==> src/cim_pkg.sv <==
// shared constants, types and register map of the counter input measurement block
package cim_pkg;

  // ==========================================================================
  // register map (byte offsets on the wishbone bus)
  // ==========================================================================
  localparam logic [7:0] OFF_CTRL   = 8'h00; // configuration word
  localparam logic [7:0] OFF_CMD    = 8'h04; // arm / disarm command strobes
  localparam logic [7:0] OFF_COUNT  = 8'h08; // live count, read only
  localparam logic [7:0] OFF_SAVE   = 8'h0C; // latched result, read only
  localparam logic [7:0] OFF_STATUS = 8'h10; // state flags, write one to clear overflow

  // ==========================================================================
  // field positions and reset values
  // ==========================================================================
  localparam int CMD_ARM_BIT    = 0;     // write 1 arms the counter
  localparam int CMD_DISARM_BIT = 1;     // write 1 stops the counter
  localparam int STS_ARMED_BIT  = 0;     // counter is running or waiting
  localparam int STS_DONE_BIT   = 1;     // single measurement finished
  localparam int STS_OVF_BIT    = 2;     // sample lost on a full fifo, sticky
  localparam int STS_LEVEL_LSB  = 8;     // fifo fill level starts here
  localparam logic [31:0] CTRL_RESET = 32'h0000_0000;
  localparam logic [31:0] COUNT_RESET = 32'h0000_0000;
  localparam logic [31:0] STEP_UP     = 32'h0000_0001;
  localparam logic [31:0] STEP_DOWN   = 32'hFFFF_FFFF;

  // ==========================================================================
  // enumerations
  // ==========================================================================
  // measurement modes, as written into the mode field
  typedef enum logic [2:0] {
    MODE_COUNT,       // on-demand edge counting
    MODE_BUF_CUM,     // sampled edge counting, total since arming
    MODE_BUF_NONCUM,  // sampled edge counting, cleared per interval
    MODE_PW_SINGLE,   // one pulse width
    MODE_PW_BUF,      // every pulse width
    MODE_PER_SINGLE,  // one period
    MODE_PER_BUF      // every period
  } mode_e;

  // count direction choices
  typedef enum logic [1:0] {
    DIR_UP,
    DIR_DOWN,
    DIR_AUX           // up while the aux input is high
  } dir_e;

  // measurement sequencer states
  typedef enum logic [2:0] {
    ST_IDLE,
    ST_WAIT_IDLE,     // gate was active at arming, wait for it to drop
    ST_WAIT_START,    // wait for the opening gate event
    ST_MEASURE,
    ST_DONE
  } state_e;

  // ==========================================================================
  // configuration word layout
  // ==========================================================================
  typedef struct packed {
    logic [12:0] rsvd;       // reads as zero
    logic [2:0]  dir_sel;    // input line used as direction
    logic [2:0]  gate_sel;   // input line used as gate
    logic [2:0]  src_sel;    // input line used as source
    dir_e        dir_mode;
    logic        pw_high;    // 1: measure high pulses
    logic        gate_rise;  // 1: gate active edge is rising
    logic        pause_high; // 1: pause while gate is high
    logic        pause_en;   // gate pauses edge counting
    logic        src_rise;   // 1: count rising source edges
    mode_e       mode;
  } ctrl_s;

  // one captured result on its way to the dma path
  typedef struct packed {
    logic        valid;
    logic [31:0] value;
  } sample_s;

endpackage : cim_pkg

==> src/counter_input_measurement.sv <==
// sample fifo and the counter input measurement top with its wishbone slave
`timescale 1ns/1ps


// ============================================================================
// sample fifo: memory plus a registered output stage
// ============================================================================
module sample_fifo #(
  parameter int WIDTH = 32,
  parameter int DEPTH = 8
) (
  // clock and reset
  input  wire logic             clk_i,
  input  wire logic             rst_i,
  // fill side
  input  wire logic             in_valid_i,
  input  wire logic [WIDTH-1:0] in_data_i,
  output logic                  in_ready_o,
  // drain side
  output logic                  out_valid_o,
  output logic [WIDTH-1:0]      out_data_o,
  input  wire logic             out_ready_i,
  // fill level of the memory part
  output logic [$clog2(DEPTH+1)-1:0] level_o
);
  localparam int PW = $clog2(DEPTH);
  localparam int LW = $clog2(DEPTH+1);

  // pointer wrap relies on a power-of-two depth
  if ((DEPTH < 2) || ((DEPTH & (DEPTH - 1)) != 0))
  begin : g_bad_depth
    $error("sample_fifo depth must be a power of two, at least 2");
  end

  logic [WIDTH-1:0] mem [DEPTH];          // storage words
  logic [PW-1:0]    wr_ptr, next_wr_ptr;  // next slot to write
  logic [PW-1:0]    rd_ptr, next_rd_ptr;  // next slot to read
  logic [LW-1:0]    used, next_used;      // words held in memory
  logic             next_out_valid;
  logic [WIDTH-1:0] next_out_data;
  logic             do_wr;
  logic             do_rd;

  // next values: write when not full, refill output stage when it frees up
  always_comb
  begin
    do_wr          = in_valid_i && (used != LW'(DEPTH));
    do_rd          = (used != '0) && (!out_valid_o || out_ready_i);
    next_wr_ptr    = do_wr ? wr_ptr + PW'(1) : wr_ptr;
    next_rd_ptr    = do_rd ? rd_ptr + PW'(1) : rd_ptr;
    next_used      = used + LW'(do_wr) - LW'(do_rd);
    next_out_valid = out_valid_o;
    next_out_data  = out_data_o;
    if (do_rd)
    begin
      next_out_valid = 1'b1;
      next_out_data  = mem[rd_ptr];
    end
    else if (out_ready_i)
    begin
      next_out_valid = 1'b0;  // word taken, nothing behind it
    end
  end

  // registers; memory itself needs no reset
  always_ff @(posedge clk_i)
  begin
    if (do_wr)
    begin
      mem[wr_ptr] <= in_data_i;
    end
    if (rst_i)
    begin
      wr_ptr      <= '0;
      rd_ptr      <= '0;
      used        <= '0;
      out_valid_o <= 1'b0;
      out_data_o  <= '0;
      in_ready_o  <= 1'b0;
    end
    else
    begin
      wr_ptr      <= next_wr_ptr;
      rd_ptr      <= next_rd_ptr;
      used        <= next_used;
      out_valid_o <= next_out_valid;
      out_data_o  <= next_out_data;
      // registered ready matches the write test: a flagged drop is never stored
      in_ready_o  <= (next_used != LW'(DEPTH));
    end
  end

  assign level_o = used;

endmodule : sample_fifo

// ============================================================================
// counter input measurement top
// ============================================================================
module counter_input_measurement #(
  parameter int NUM_INPUTS = 7,  // routed input lines
  parameter int FIFO_DEPTH = 8   // dma buffer words
) (
  // clock and reset
  input  wire logic                  clk_i,
  input  wire logic                  rst_i,
  // wishbone slave
  input  wire logic                  wb_cyc_i,
  input  wire logic                  wb_stb_i,
  input  wire logic                  wb_we_i,
  input  wire logic [7:0]            wb_adr_i,
  input  wire logic [3:0]            wb_sel_i,
  input  wire logic [31:0]           wb_dat_i,
  output logic      [31:0]           wb_dat_o,
  output logic                       wb_ack_o,
  // routed counter inputs
  input  wire logic [NUM_INPUTS-1:0] ctr_in_i,
  // dma stream of captured values
  output logic                       dma_valid_o,
  output logic      [31:0]           dma_data_o,
  input  wire logic                  dma_ready_i
);
  import cim_pkg::*;

  if ((NUM_INPUTS < 1) || (NUM_INPUTS > 8))
  begin : g_bad_inputs
    $error("counter_input_measurement needs 1 to 8 input lines");
  end

  // ==========================================================================
  // input synchronisers and edge history
  // ==========================================================================
  logic [NUM_INPUTS-1:0] meta;   // first stage, read only by the second
  logic [NUM_INPUTS-1:0] sync;   // safe level
  logic [NUM_INPUTS-1:0] hist;   // level one cycle earlier, for edges

  for (genvar i = 0; i < NUM_INPUTS; i++)
  begin : g_sync
    always_ff @(posedge clk_i)
    begin
      if (rst_i)
      begin
        meta[i] <= 1'b0;
        sync[i] <= 1'b0;
        hist[i] <= 1'b0;
      end
      else
      begin
        meta[i] <= ctr_in_i[i];
        sync[i] <= meta[i];
        hist[i] <= sync[i];
      end
    end
  end

  // ==========================================================================
  // register file state
  // ==========================================================================
  ctrl_s       ctrl, next_ctrl;          // configuration
  logic        arm_req, next_arm_req;    // one-cycle arm pulse
  logic        stop_req, next_stop_req;  // one-cycle disarm pulse
  logic        ovf_clr, next_ovf_clr;    // one-cycle overflow clear
  logic [31:0] next_rdata;
  logic        next_ack;
  logic        bus_req;

  // ==========================================================================
  // counter state
  // ==========================================================================
  state_e      state, next_state;
  logic [31:0] count, next_count;        // running count, wraps freely
  logic [31:0] save, next_save;          // latched result
  logic        done, next_done;
  logic        ovf, next_ovf;
  logic        push;                     // capture toward the dma path
  logic [31:0] push_data;
  logic        fifo_ready;
  logic [$clog2(FIFO_DEPTH+1)-1:0] fifo_level;

  // selected lines; an unused selector reads as a quiet low line
  logic src_lvl, src_old, gate_lvl, gate_old, dir_lvl;
  logic src_ev, gate_rise_ev, gate_fall_ev, sample_ev;
  logic gate_act, gate_was_act, gate_enter, gate_leave;
  logic paused;
  logic [31:0] delta;                    // step for edge counting modes
  logic [31:0] stepped;                  // count after this cycle's edge

  always_comb
  begin
    src_lvl  = (int'(ctrl.src_sel) < NUM_INPUTS) ? sync[ctrl.src_sel] : 1'b0;
    src_old  = (int'(ctrl.src_sel) < NUM_INPUTS) ? hist[ctrl.src_sel] : 1'b0;
    gate_lvl = (int'(ctrl.gate_sel) < NUM_INPUTS) ? sync[ctrl.gate_sel] : 1'b0;
    gate_old = (int'(ctrl.gate_sel) < NUM_INPUTS) ? hist[ctrl.gate_sel] : 1'b0;
    dir_lvl  = (int'(ctrl.dir_sel) < NUM_INPUTS) ? sync[ctrl.dir_sel] : 1'b0;
  end

  // event decoding from synchronised levels
  always_comb
  begin
    src_ev       = ctrl.src_rise ? (src_lvl && !src_old) : (!src_lvl && src_old);
    gate_rise_ev = gate_lvl && !gate_old;
    gate_fall_ev = !gate_lvl && gate_old;
    // same-direction gate edges mark sample points
    sample_ev    = ctrl.gate_rise ? gate_rise_ev : gate_fall_ev;
    gate_act     = (gate_lvl == ctrl.pw_high);
    gate_was_act = (gate_old == ctrl.pw_high);
    gate_enter   = gate_act && !gate_was_act;
    gate_leave   = !gate_act && gate_was_act;
    paused       = ctrl.pause_en && (gate_lvl == ctrl.pause_high);
    case (ctrl.dir_mode)
      DIR_UP:   delta = STEP_UP;
      DIR_DOWN: delta = STEP_DOWN;
      DIR_AUX:  delta = dir_lvl ? STEP_UP : STEP_DOWN;
      default:  delta = STEP_UP;
    endcase
  end

  // ==========================================================================
  // measurement sequencer
  // ==========================================================================
  // next values of count, result, flags and state
  always_comb
  begin
    next_state = state;
    next_count = count;
    next_save  = save;
    next_done  = done;
    push       = 1'b0;
    push_data  = count;
    stepped    = count;
    case (ctrl.mode)
      // add and subtract wrap modulo 32 bits
      MODE_COUNT, MODE_BUF_CUM, MODE_BUF_NONCUM:
        stepped = (src_ev && !paused) ? count + delta : count;
      default:
        stepped = src_ev ? count + STEP_UP : count;
    endcase
    case (state)
      ST_IDLE, ST_DONE:
      begin
        // finished single measurement ignores all edges
        next_state = state;
      end
      ST_WAIT_IDLE:
      begin
        // let the pulse in progress pass
        if (!gate_act)
        begin
          next_state = ST_WAIT_START;
        end
      end
      ST_WAIT_START:
      begin
        // opening event: pulse start for width, active edge for period
        if (((ctrl.mode == MODE_PW_SINGLE) || (ctrl.mode == MODE_PW_BUF)) ? gate_enter : sample_ev)
        begin
          next_state = ST_MEASURE;
          next_count = COUNT_RESET;
        end
      end
      ST_MEASURE:
      begin
        case (ctrl.mode)
          MODE_COUNT:
          begin
            next_count = stepped;
          end
          MODE_BUF_CUM:
          begin
            next_count = stepped;
            if (sample_ev)
            begin
              push      = 1'b1;
              next_save = count;
            end
          end
          MODE_BUF_NONCUM:
          begin
            next_count = stepped;
            if (sample_ev)
            begin
              push      = 1'b1;
              next_save = count;
              // restart the interval, an edge now opens the next one
              next_count = (src_ev && !paused) ? delta : COUNT_RESET;
            end
          end
          MODE_PW_SINGLE, MODE_PW_BUF:
          begin
            // count only inside the active pulse
            if (gate_leave)
            begin
              next_save = count;
              if (ctrl.mode == MODE_PW_BUF)
              begin
                // latch every trailing edge and pass it on
                push       = 1'b1;
                next_state = ST_WAIT_START;
              end
              else
              begin
                next_done  = 1'b1;
                next_state = ST_DONE;
              end
            end
            else
            begin
              next_count = stepped;
            end
          end
          MODE_PER_SINGLE, MODE_PER_BUF:
          begin
            // source edges between two active gate edges
            next_count = stepped;
            if (sample_ev)
            begin
              next_save  = count;
              next_count = src_ev ? STEP_UP : COUNT_RESET;
              if (ctrl.mode == MODE_PER_BUF)
              begin
                push = 1'b1;
              end
              else
              begin
                next_done  = 1'b1;
                next_state = ST_DONE;
              end
            end
          end
          default:
          begin
            next_state = ST_IDLE;  // unused mode code halts the counter
          end
        endcase
      end
      default:
      begin
        next_state = ST_IDLE;
      end
    endcase
    // arming clears count and measurement state
    if (arm_req)
    begin
      next_count = COUNT_RESET;
      next_done  = 1'b0;
      case (ctrl.mode)
        MODE_PW_SINGLE, MODE_PW_BUF:
          // armed mid-pulse waits for the next pulse
          next_state = gate_act ? ST_WAIT_IDLE : ST_WAIT_START;
        MODE_PER_SINGLE:
          next_state = ST_WAIT_START;
        // edge counts and buffered periods run from arming
        default:
          next_state = ST_MEASURE;
      endcase
    end
    else if (stop_req)
    begin
      next_state = ST_IDLE;
    end
    // lost capture sets the flag; a set in the clear cycle wins
    next_ovf = (ovf && !ovf_clr) || (push && !fifo_ready);
  end

  // sequencer registers
  always_ff @(posedge clk_i)
  begin
    if (rst_i)
    begin
      state <= ST_IDLE;
      count <= COUNT_RESET;
      save  <= COUNT_RESET;
      done  <= 1'b0;
      ovf   <= 1'b0;
    end
    else
    begin
      state <= next_state;
      count <= next_count;
      save  <= next_save;
      done  <= next_done;
      ovf   <= next_ovf;
    end
  end

  // ==========================================================================
  // dma buffer; a full buffer drops the capture and flags it
  // ==========================================================================
  sample_fifo #(
    .WIDTH (32),
    .DEPTH (FIFO_DEPTH)
  ) u_fifo (
    .clk_i       (clk_i),
    .rst_i       (rst_i),
    .in_valid_i  (push),
    .in_data_i   (push_data),
    .in_ready_o  (fifo_ready),
    .out_valid_o (dma_valid_o),
    .out_data_o  (dma_data_o),
    .out_ready_i (dma_ready_i),
    .level_o     (fifo_level)
  );

  // ==========================================================================
  // wishbone slave
  // ==========================================================================
  // next values: one-cycle ack, byte-lane writes, live readback
  always_comb
  begin
    bus_req       = wb_cyc_i && wb_stb_i && !wb_ack_o;
    next_ack      = bus_req;
    next_ctrl     = ctrl;
    next_arm_req  = 1'b0;
    next_stop_req = 1'b0;
    next_ovf_clr  = 1'b0;
    next_rdata    = 32'h0000_0000;
    if (bus_req && wb_we_i)
    begin
      case (wb_adr_i)
        OFF_CTRL:
        begin
          for (int b = 0; b < 4; b++)
          begin
            if (wb_sel_i[b])
            begin
              next_ctrl[8*b +: 8] = wb_dat_i[8*b +: 8];
            end
          end
          next_ctrl.rsvd = '0;
        end
        OFF_CMD:
        begin
          next_arm_req  = wb_sel_i[0] && wb_dat_i[CMD_ARM_BIT];
          next_stop_req = wb_sel_i[0] && wb_dat_i[CMD_DISARM_BIT];
        end
        OFF_STATUS:
        begin
          next_ovf_clr = wb_sel_i[0] && wb_dat_i[STS_OVF_BIT];
        end
        default:
        begin
          next_ctrl = ctrl;  // read-only or unmapped: write ignored
        end
      endcase
    end
    else if (bus_req)
    begin
      case (wb_adr_i)
        OFF_CTRL:   next_rdata = ctrl;
        // reading the count has no side effect
        OFF_COUNT:  next_rdata = count;
        OFF_SAVE:   next_rdata = save;
        OFF_STATUS:
        begin
          next_rdata[STS_ARMED_BIT] = (state != ST_IDLE) && (state != ST_DONE);
          next_rdata[STS_DONE_BIT]  = done;
          next_rdata[STS_OVF_BIT]   = ovf;
          next_rdata[STS_LEVEL_LSB +: $clog2(FIFO_DEPTH+1)] = fifo_level;
        end
        default:    next_rdata = 32'h0000_0000;
      endcase
    end
  end

  // bus registers
  always_ff @(posedge clk_i)
  begin
    if (rst_i)
    begin
      ctrl     <= ctrl_s'(CTRL_RESET);
      arm_req  <= 1'b0;
      stop_req <= 1'b0;
      ovf_clr  <= 1'b0;
      wb_ack_o <= 1'b0;
      wb_dat_o <= 32'h0000_0000;
    end
    else
    begin
      ctrl     <= next_ctrl;
      arm_req  <= next_arm_req;
      stop_req <= next_stop_req;
      ovf_clr  <= next_ovf_clr;
      wb_ack_o <= next_ack;
      wb_dat_o <= next_rdata;
    end
  end

endmodule : counter_input_measurement

==> config.mk <==
export PLATFORM = sky130hd
export DESIGN_NAME = counter_input_measurement
export DESIGN_NICKNAME = d
export VERILOG_FILES = /design/src/cim_pkg.sv /design/src/counter_input_measurement.sv
export SDC_FILE = /design/constraint.sdc
export NUM_CORES = 1
export LEC_CHECK = 0
export BUFFER_PORTS_ARGS = -buffer_cell sky130_fd_sc_hd__buf_2
export CAP_MARGIN = 20
export CORE_ASPECT_RATIO = 0.6
export CORE_MARGIN = 3
export CORE_UTILIZATION = 61
export DETAILED_ROUTE_END_ITERATION = 7
export PLACE_DENSITY_LB_ADDON = 0.15
export SETUP_SLACK_MARGIN = 0.3
export SKIP_LAST_GASP = 1
export SLEW_MARGIN = 20
export SYNTH_ARGS = -nofsm -noshare
export SYNTH_HDL_FRONTEND = slang
export SYNTH_SLANG_ARGS = --single-unit
==> constraint.sdc <==
create_clock -name clk_i -period 5.8 [get_ports clk_i]
set_input_delay 0.87 -clock clk_i [delete_from_list [all_inputs] [get_ports clk_i]]
set_output_delay 0.87 -clock clk_i [all_outputs]
set_load 0.01 [all_outputs]
==> summary.md, run 1 <==
| Metric | Value |
|---|---|
| Hold path endpoint | sync[5] |
| Antenna viol nets, final | 0 |
| Unrepaired setup endpoints after global routing | false |
| Synth top area share | a little under two fifths |
| P&R area growth vs syn | 11.8% |
| Worst vdd ir | roughly 0.34 mV |
| Slowest stage delay, CP | ~0.93 ns |
| CTS root buf | clkbuf_16 |
| R2R Path End | count[28] |
| Max-Cap Viols | 0 |
| Status | complete, no violations |
| Cell Area, Placed | ~0.021 mm2 |
| Post-synth EDFFs | 256 |
| Critical path fanouts, max | 11 |
| Worst Tran Pin Value | between 1 and 1.5 ns |
| Crit path kind | reg -> reg |
| Die X | between 200 and 250 um |
| Layout filler cell count | 2268 |
| Syn Area/Cell | approximately 12 um2 |
| Fraction of layout cells with a size suffix above 1 | between 10% and 20% |
| Core region area | 0.0318 mm2 |
| Crit path capture type | flip-flop |
| First-pass GRT wire length | 78800 um |
| Ys async rst share | 0% |
| Post-synth top area cell | edfxtp_1 |
| Post-DP HPWL | between 30000 and 40000 um |
| Critical path, cell by cell | mux4_2 -> nor2_1 -> o31a_1 -> ha_1 -> nor2b_1 -> o31a_1 -> o2111ai_1 -> a31oi_1 -> a221oi_1 -> o211ai_1 -> o211ai_1 -> mux2i_1 -> o22ai_1 |
| CP Data Required Time | around 6.2 ns |
| Diode count | 0 |
| 1st-pass router iterations | 5 |
| PortBufs | around 110 |
| Achievable Freq | 0.202 GHz |
| CTS HTree Levels | 2 |
| Final Non-Filler Cells | 2165 |
| Unique cell type count in the Yosys netlist | 79 |
| Leakage | roughly 7.8 nW |
| Postcts setup bufs | 0 |
| Vias in the first global route | ~13000 |
| Min Tclk post-route | 4.95 ns |
| FP Rows | 50 |
| Top_reg_cell synth | edfxtp_1 |
| Worst r2r src | ctrl[16] |
| Setup TNS | 0 ns |
| Yosys warns | 0 |
| Initial antenna violation count | 0 |
| Net Count, Synth | 1742 |
| DR vias/cell | between 6 and 7 |
| Die area | 0.0351 mm2 |
| GRT overflow | 0 |
| Hold Startpoint | meta[5] |
| Clock Sink Count | about 450 |
| Worst hold path depth | 1 |
| Mapped Cells | roughly 1600 |
| Area contributors post-synth | edfxtp_1, dfxtp_1, mux4_2 |
| Slew Limit Fails | 0 |
| Die Span Y | around 150 um |
| Placer congestion estimate | between 1 and 1.5 |
| Synthesis-stage register bit count | 445 |
| Total number of vias | 14037 |
| Hold Path Class | reg -> reg |
| Register area share after synthesis | 57.2% |
| Most frequent cell after synthesis | edfxtp_1 |
| Clock slew at reported path FFs | 0.07 ns |
| Skew final | ~0.021 ns |
| Hold slack | around 0.44 ns |
| Net count reported at finish | roughly 1800 |
| Post-CTS Hold Fix Bufs | 0 |
| CP Launch Type | flip-flop |
| Ports | approximately 120 |
| Placed Cells | approximately 2100 |
| Final Hold Vio Count | 0 |
| Largest net degree at the start of global routing | 77 |
| TritonCTS clock tree | done |
| Longest Clk Path Bufs | 3 |
| Max-slew headroom | between 10% and 20% |
| CTS Buf Count | 40 |
| Reg area | 0.0115 mm2 |
| First DRT Iteration DRCs | 1877 |
| Starting density of the core | between 60% and 70% |
| Syn Std Cell Area | around 0.02 mm2 |
| Power Density | 333 mW/mm2 |
| # setup viols final | 0 |
| Worst-Skew Late Latency | 0.55 ns |
| Crit path DAT | around 5.4 ns |
| R2R cell count | 13 |
| Final worst path period share | 85.3% |
| Resized cells post-CTS | 0 |
| # DRC | 0 |
| Area of the multi-input gates | around 0.008 mm2 |
| Worst path slowest cell | a221oi_1 |
| Final instance area | between 0.02 and 0.025 mm2 |
| Post-Route WL | around 51000 um |
| Flop-to-flop setup slack | roughly 0.85 ns |
| Total GRT Usage | just under 30% |
| Top cells by count, synth | edfxtp_1, nor2_1, dfxtp_1, mux2i_1, nand2_1 |
| Wire length per cell | between 20 and 25 um |
-- routing by layer --
metal | vias to the layer above | wire (um) | GRT usage [%]
met3 | 71 | 4780 | 5.80
met2 | 649 | 21800 | 42.3
met4 | 0 | 725 | 5.82
li1 | 6368 | - | -
met5 | - | 0 | 0
met1 | 6949 | 23300 | 45.5
-- cells by family (layout without fill, tap and decap cells) --
kind of cell               after synthesis  after routing  synth area share, %
DFF                                    445            445                 57.2
muxes                                  183            183                 13.5
AOI/OAI and AO/OA                      338            338                 11.4
and+or+nand+nor                        458            458                 10.7
buffers and inverters                  131            242                 2.55
xor gates and xnor gates                36             36                 1.57
adders and majority gates               47             47                 3.01
-- placed cells by master, fill, tap and decap left out, types with 33 or more instances in the layout --
master,count
mux2i_1,96
buf_2,107
nor2_1,192
a22oi_1,34
o21ai_0,57
edfxtp_1,256
mux4_2,68
ha_1,45
clkbuf_16,42
a211oi_1,40
a21oi_1,69
dfxtp_1,186
nand2_1,94
inv_1,33
-- stage by stage --
step | util [%] | power, mW | setup WS, ns
6_report | 70.5 | 7.45 | 0.851
3_3_place_gp | 66.1 | 4.70 | 1.11
5_1_grt | 70.5 | 7.76 | 0.648
4_1_cts | 70.5 | 7.50 | 1.01
3_5_place_dp | 66.1 | 4.73 | 1.06
2_1_floorplan | - | 4.41 | 0.814
-- power breakdown --
group	switching (mW)	internal [mW]	total (mW)
combinational	0.580	0.508	1.09
clock	1.17	1.63	2.79
sequential	0.128	3.44	3.56
total	1.88	5.57	7.45
-- cell type report --
type	count	area share [%]
sequential	445	51.2
multi-input combinational	1062	36.3
clock buffer	51	4.93
timing repair buffer	136	3.42
tap	416	2.32
clock inverter	22	1.23
inverter	33	0.553
-- flip-flops by register name (all words and copies together), names as in the netlist, 4 cells and up --
name	flops
count	32
ctrl	19
hist	7
meta	7
save	32
sync	7
u_fifo.level_o	4
u_fifo.mem	256
u_fifo.out_data_o	32
wb_dat_o	32
-- worst max-delay path: cells and delay by family (launching register included) --
kind / cells / cell delay [ns]
flops: 1 / 0.43
fa+ha+maj: 1 / 0.40
mux: 2 / 0.79
compound gates: 8 / 2.93
simple gates: 2 / 0.26
-- worst max path at each step --
| stage | startpoint | depth (start not counted) | end |
|---|---|---|---|
| after CTS | ctrl[16] | 13 | count[28] |
| after global placement | ctrl[16] | 13 | count[28] |
| final | ctrl[16] | 13 | count[28] |
| after global routing | ctrl[16] | 13 | count[26] |
| after detailed placement | ctrl[16] | 13 | count[28] |
| after floorplan | ctrl[14] | 10 | u_fifo.mem[2][0] |
Note: power is estimated with default switching activity, not from simulation.
==> inputs of run 2 (changes only) <==
--- a/config.mk
+++ b/config.mk
@@ -7,9 +7,11 @@
 export LEC_CHECK = 0
 export BUFFER_PORTS_ARGS = -buffer_cell sky130_fd_sc_hd__buf_2
 export CAP_MARGIN = 20
+export CELL_PAD_IN_SITES_DETAIL_PLACEMENT = 0
+export CELL_PAD_IN_SITES_GLOBAL_PLACEMENT = 1
 export CORE_ASPECT_RATIO = 0.6
 export CORE_MARGIN = 3
-export CORE_UTILIZATION = 61
+export CORE_UTILIZATION = 50
 export DETAILED_ROUTE_END_ITERATION = 7
 export PLACE_DENSITY_LB_ADDON = 0.15
 export SETUP_SLACK_MARGIN = 0.3
==> run 2 against run 1 <==
Against the previous run: hold slack got worse by 0.0056 ns; critical path type unchanged; register-to-register slack improved by 0.14 ns; die area rose by 21%; global-route usage fell by 4.8 points; clock power fell by 5%; flip-flop and latch count did not move.
==> summary.md, run 2 (synthesis gave the netlist of run 1 again) <==
| Metric | Value |
|---|---|
| Unrepaired setup endpoints after global routing | false (unchanged) |
| Post-DP HPWL | 34700 um (was 32900 um) |
| CP Launch Type | flip-flop (unchanged) |
| Skew final | 0.0266 ns (was 0.0208 ns) |
| CP delay by family, top | compound AO/OA/AOI/OAI gates (unchanged) |
| Vias in the first global route | 13087 (was 13450) |
| Initial antenna violation count | 0 (unchanged) |
| Max reg flops | 256 (unchanged) |
| Crit path kind | reg -> reg (unchanged) |
| Diode count | 0 (unchanged) |
| Wire length per cell | 22.6 um (was 23.4 um) |
| Clock Sink Count | 445 (unchanged) |
| Crit path capture type | flip-flop (unchanged) |
| Worst path slowest cell | o31a_1 (was a221oi_1) |
| Crit path DAT | 5.31 ns (was 5.37 ns) |
| Post-CTS Hold Fix Bufs | 0 (unchanged) |
| Resized cells post-CTS | 0 (unchanged) |
| Commonest non-fill, non-tap cells in the layout | edfxtp_1, nor2_1, dfxtp_1 (unchanged) |
| Critical path, cell by cell | mux4_2 -> nor2_1 -> o31a_1 -> buf_4 -> ha_1 -> a211o_1 -> o211ai_1 -> a211oi_1 -> o21ai_0 -> o21ai_0 -> a221oi_1 -> xnor2_1 -> nand2_1 -> a31oi_1 (was mux4_2 -> nor2_1 -> o31a_1 -> ha_1 -> nor2b_1 -> o31a_1 -> o2111ai_1 -> a31oi_1 -> a221oi_1 -> o211ai_1 -> o211ai_1 -> mux2i_1 -> o22ai_1) |
| Layout filler cell count | 3229 (was 2268) |
| Starting density of the core | 51.0% (was 63.1%) |
| Final instance area | 0.0225 mm2 (was 0.0224 mm2) |
| Die area | 0.0426 mm2 (was 0.0351 mm2) |
| Net count reported at finish | 1829 (was 1822) |
| Ports | 123 (unchanged) |
| Status | complete, no violations (unchanged) |
| P&R area growth vs syn | 12.3% (was 11.8%) |
| Die Span Y | 161 um (was 146 um) |
| Worst vdd ir | 0.180 mV (was 0.342 mV) |
| Slew Limit Fails | 0 (unchanged) |
| Max-Cap Viols | 0 (unchanged) |
| Reg power frac | 49.3% (was 47.9%) |
| Power Density | 325 mW/mm2 (was 333 mW/mm2) |
| Postcts setup bufs | 0 (unchanged) |
| First-pass GRT wire length | 79300 um (was 78800 um) |
| CTS root buf | clkbuf_16 (unchanged) |
| Largest net degree at the start of global routing | 72 (was 77) |
| Worst-Skew Late Latency | 0.57 ns (was 0.55 ns) |
| Critical path fanouts, max | 16 (was 11) |
| Antenna viol nets, final | 0 (unchanged) |
| # DRC | 0 (unchanged) |
| Max-slew headroom | 26.6% (was 18.9%) |
| Hold slack | 0.436 ns (was 0.442 ns) |
| CTS HTree Levels | 2 (unchanged) |
| Longest Clk Path Bufs | 3 (unchanged) |
| FP Rows | 56 (was 50) |
| PortBufs | 108 (unchanged) |
| CTS Buf Count | 42 (was 40) |
| Total number of vias | 13756 (was 14037) |
| Die X | 264 um (was 240 um) |
| Sw Pwr | 1.89 mW (was 1.88 mW) |
| First DRT Iteration DRCs | 1365 (was 1877) |
| DR vias/cell | 6.04 (was 6.48) |
| Clock slew at reported path FFs | 0.06 ns (was 0.07 ns) |
| Crit path buf inv count | 1 (was 0) |
| Leakage | 7.83 nW (was 7.84 nW) |
| Switch share | 25.9% (was 25.2%) |
| Post-Route WL | 51600 um (was 50600 um) |
| Min Tclk post-route | 4.81 ns (was 4.95 ns) |
| 1st-pass router iterations | 7 (was 5) |
| Final Hold Vio Count | 0 (unchanged) |
| Core region area | 0.0393 mm2 (was 0.0318 mm2) |
| Commonest non-fill, non-tap cell in the layout | edfxtp_1 (unchanged) |
| Final worst path period share | 82.9% (was 85.3%) |
| # setup viols final | 0 (unchanged) |
| Cell Area, Placed | 0.0212 mm2 (was 0.0210 mm2) |
| Total GRT Usage | 24.2% (was 29.0%) |
| Worst Tran Pin Value | 1.10 ns (was 1.21 ns) |
| TritonCTS clock tree | done (unchanged) |
| Largest reg by FF count | u_fifo.mem (unchanged) |
| Achievable Freq | 0.208 GHz (was 0.202 GHz) |
| P_int | 5.41 mW (was 5.57 mW) |
| Worst path most repeated cell | o21ai_0 |
| GRT overflow | 0 (unchanged) |
| Hold Path Class | reg -> reg (unchanged) |
| Slowest stage delay, CP | 0.54 ns (was 0.93 ns) |
| Clock network fraction of design power | 36.4% (was 37.5%) |
| Setup TNS | 0 ns (unchanged) |
| Fraction of layout cells with a size suffix above 1 | 17.9% (was 17.8%) |
| Gate power share | 14.3% (was 14.6%) |
| Placer congestion estimate | 0.923 (was 1.01) |
| CP Data Required Time | 6.30 ns (was 6.22 ns) |
[run 2: cell types whose count changed in the layout (fill, tap and decap cells not counted), moves of 2 or more]
cell       change
clkinv_8       +2
buf_4          +6
clkbuf_1       +9
clkinv_1       -5
bufinv_16      -5
[run 2: final cells by class]
type / count / area [um2] / area share, %
tap: 522 / 653 / 2.90
sequential: 445 / 11500 / 51.0
clock inverter: 14 / 148 / 0.656
multi-input combinational: 1062 / 8120 / 36.1
clock buffer: 62 / 1180 / 5.23
timing repair buffer: 141 / 791 / 3.52
inverter: 33 / 124 / 0.551
[run 2: path summary, 6_finish.rpt]
| check | slack (ns) | start | end | depth (start not counted) |
|---|---|---|---|---|
| setup reg to reg | 0.99 | ctrl[16] | count[29] | 14 |
| setup / recovery | 0.99 | ctrl[16] | count[29] | 14 |
| hold reg to reg | 0.44 | meta[4] | sync[4] | 1 |
| hold / removal | 0.44 | meta[4] | sync[4] | 1 |
[run 2: per-layer routing]
| metal | part of all wire (%) | track usage (%) |
|---|---|---|
| met3 | 7.0 | 4.69 |
| met4 | 1.4 | 4.73 |
| met1 | 50 | 38.8 |
| met2 | 41 | 34.1 |
| met5 | 0 | 0 |
[run 2: power by group through the flow]
| stage | Combinational, mW | Clock, mW | Sequential [mW] |
|---|---|---|---|
| finish | 1.04 | 2.66 | 3.61 |
| global route | 1.15 | 2.86 | 3.64 |
| CTS | 1.06 | 2.72 | 3.62 |
| detailed placement | 1.05 | 0 | 3.68 |
| global placement | 1.04 | 0 | 3.68 |
| floorplan | 0.790 | 0 | 3.62 |
[run 2: through the flow]
| step | std cells | utilization [%] | power (mW) | setup slack (ns) |
|---|---|---|---|---|
| 2_1_floorplan | 1638 | - | 4.41 | 0.814 |
| 5_1_grt | 2279 | 57.2 | 7.65 | 0.740 |
| 3_3_place_gp | 2203 | 53.9 | 4.72 | 1.20 |
| 4_1_cts | 2279 | 57.2 | 7.39 | 1.13 |
| 6_report | 2279 | 57.2 | 7.31 | 0.990 |
| 3_5_place_dp | 2203 | 53.9 | 4.74 | 1.15 |
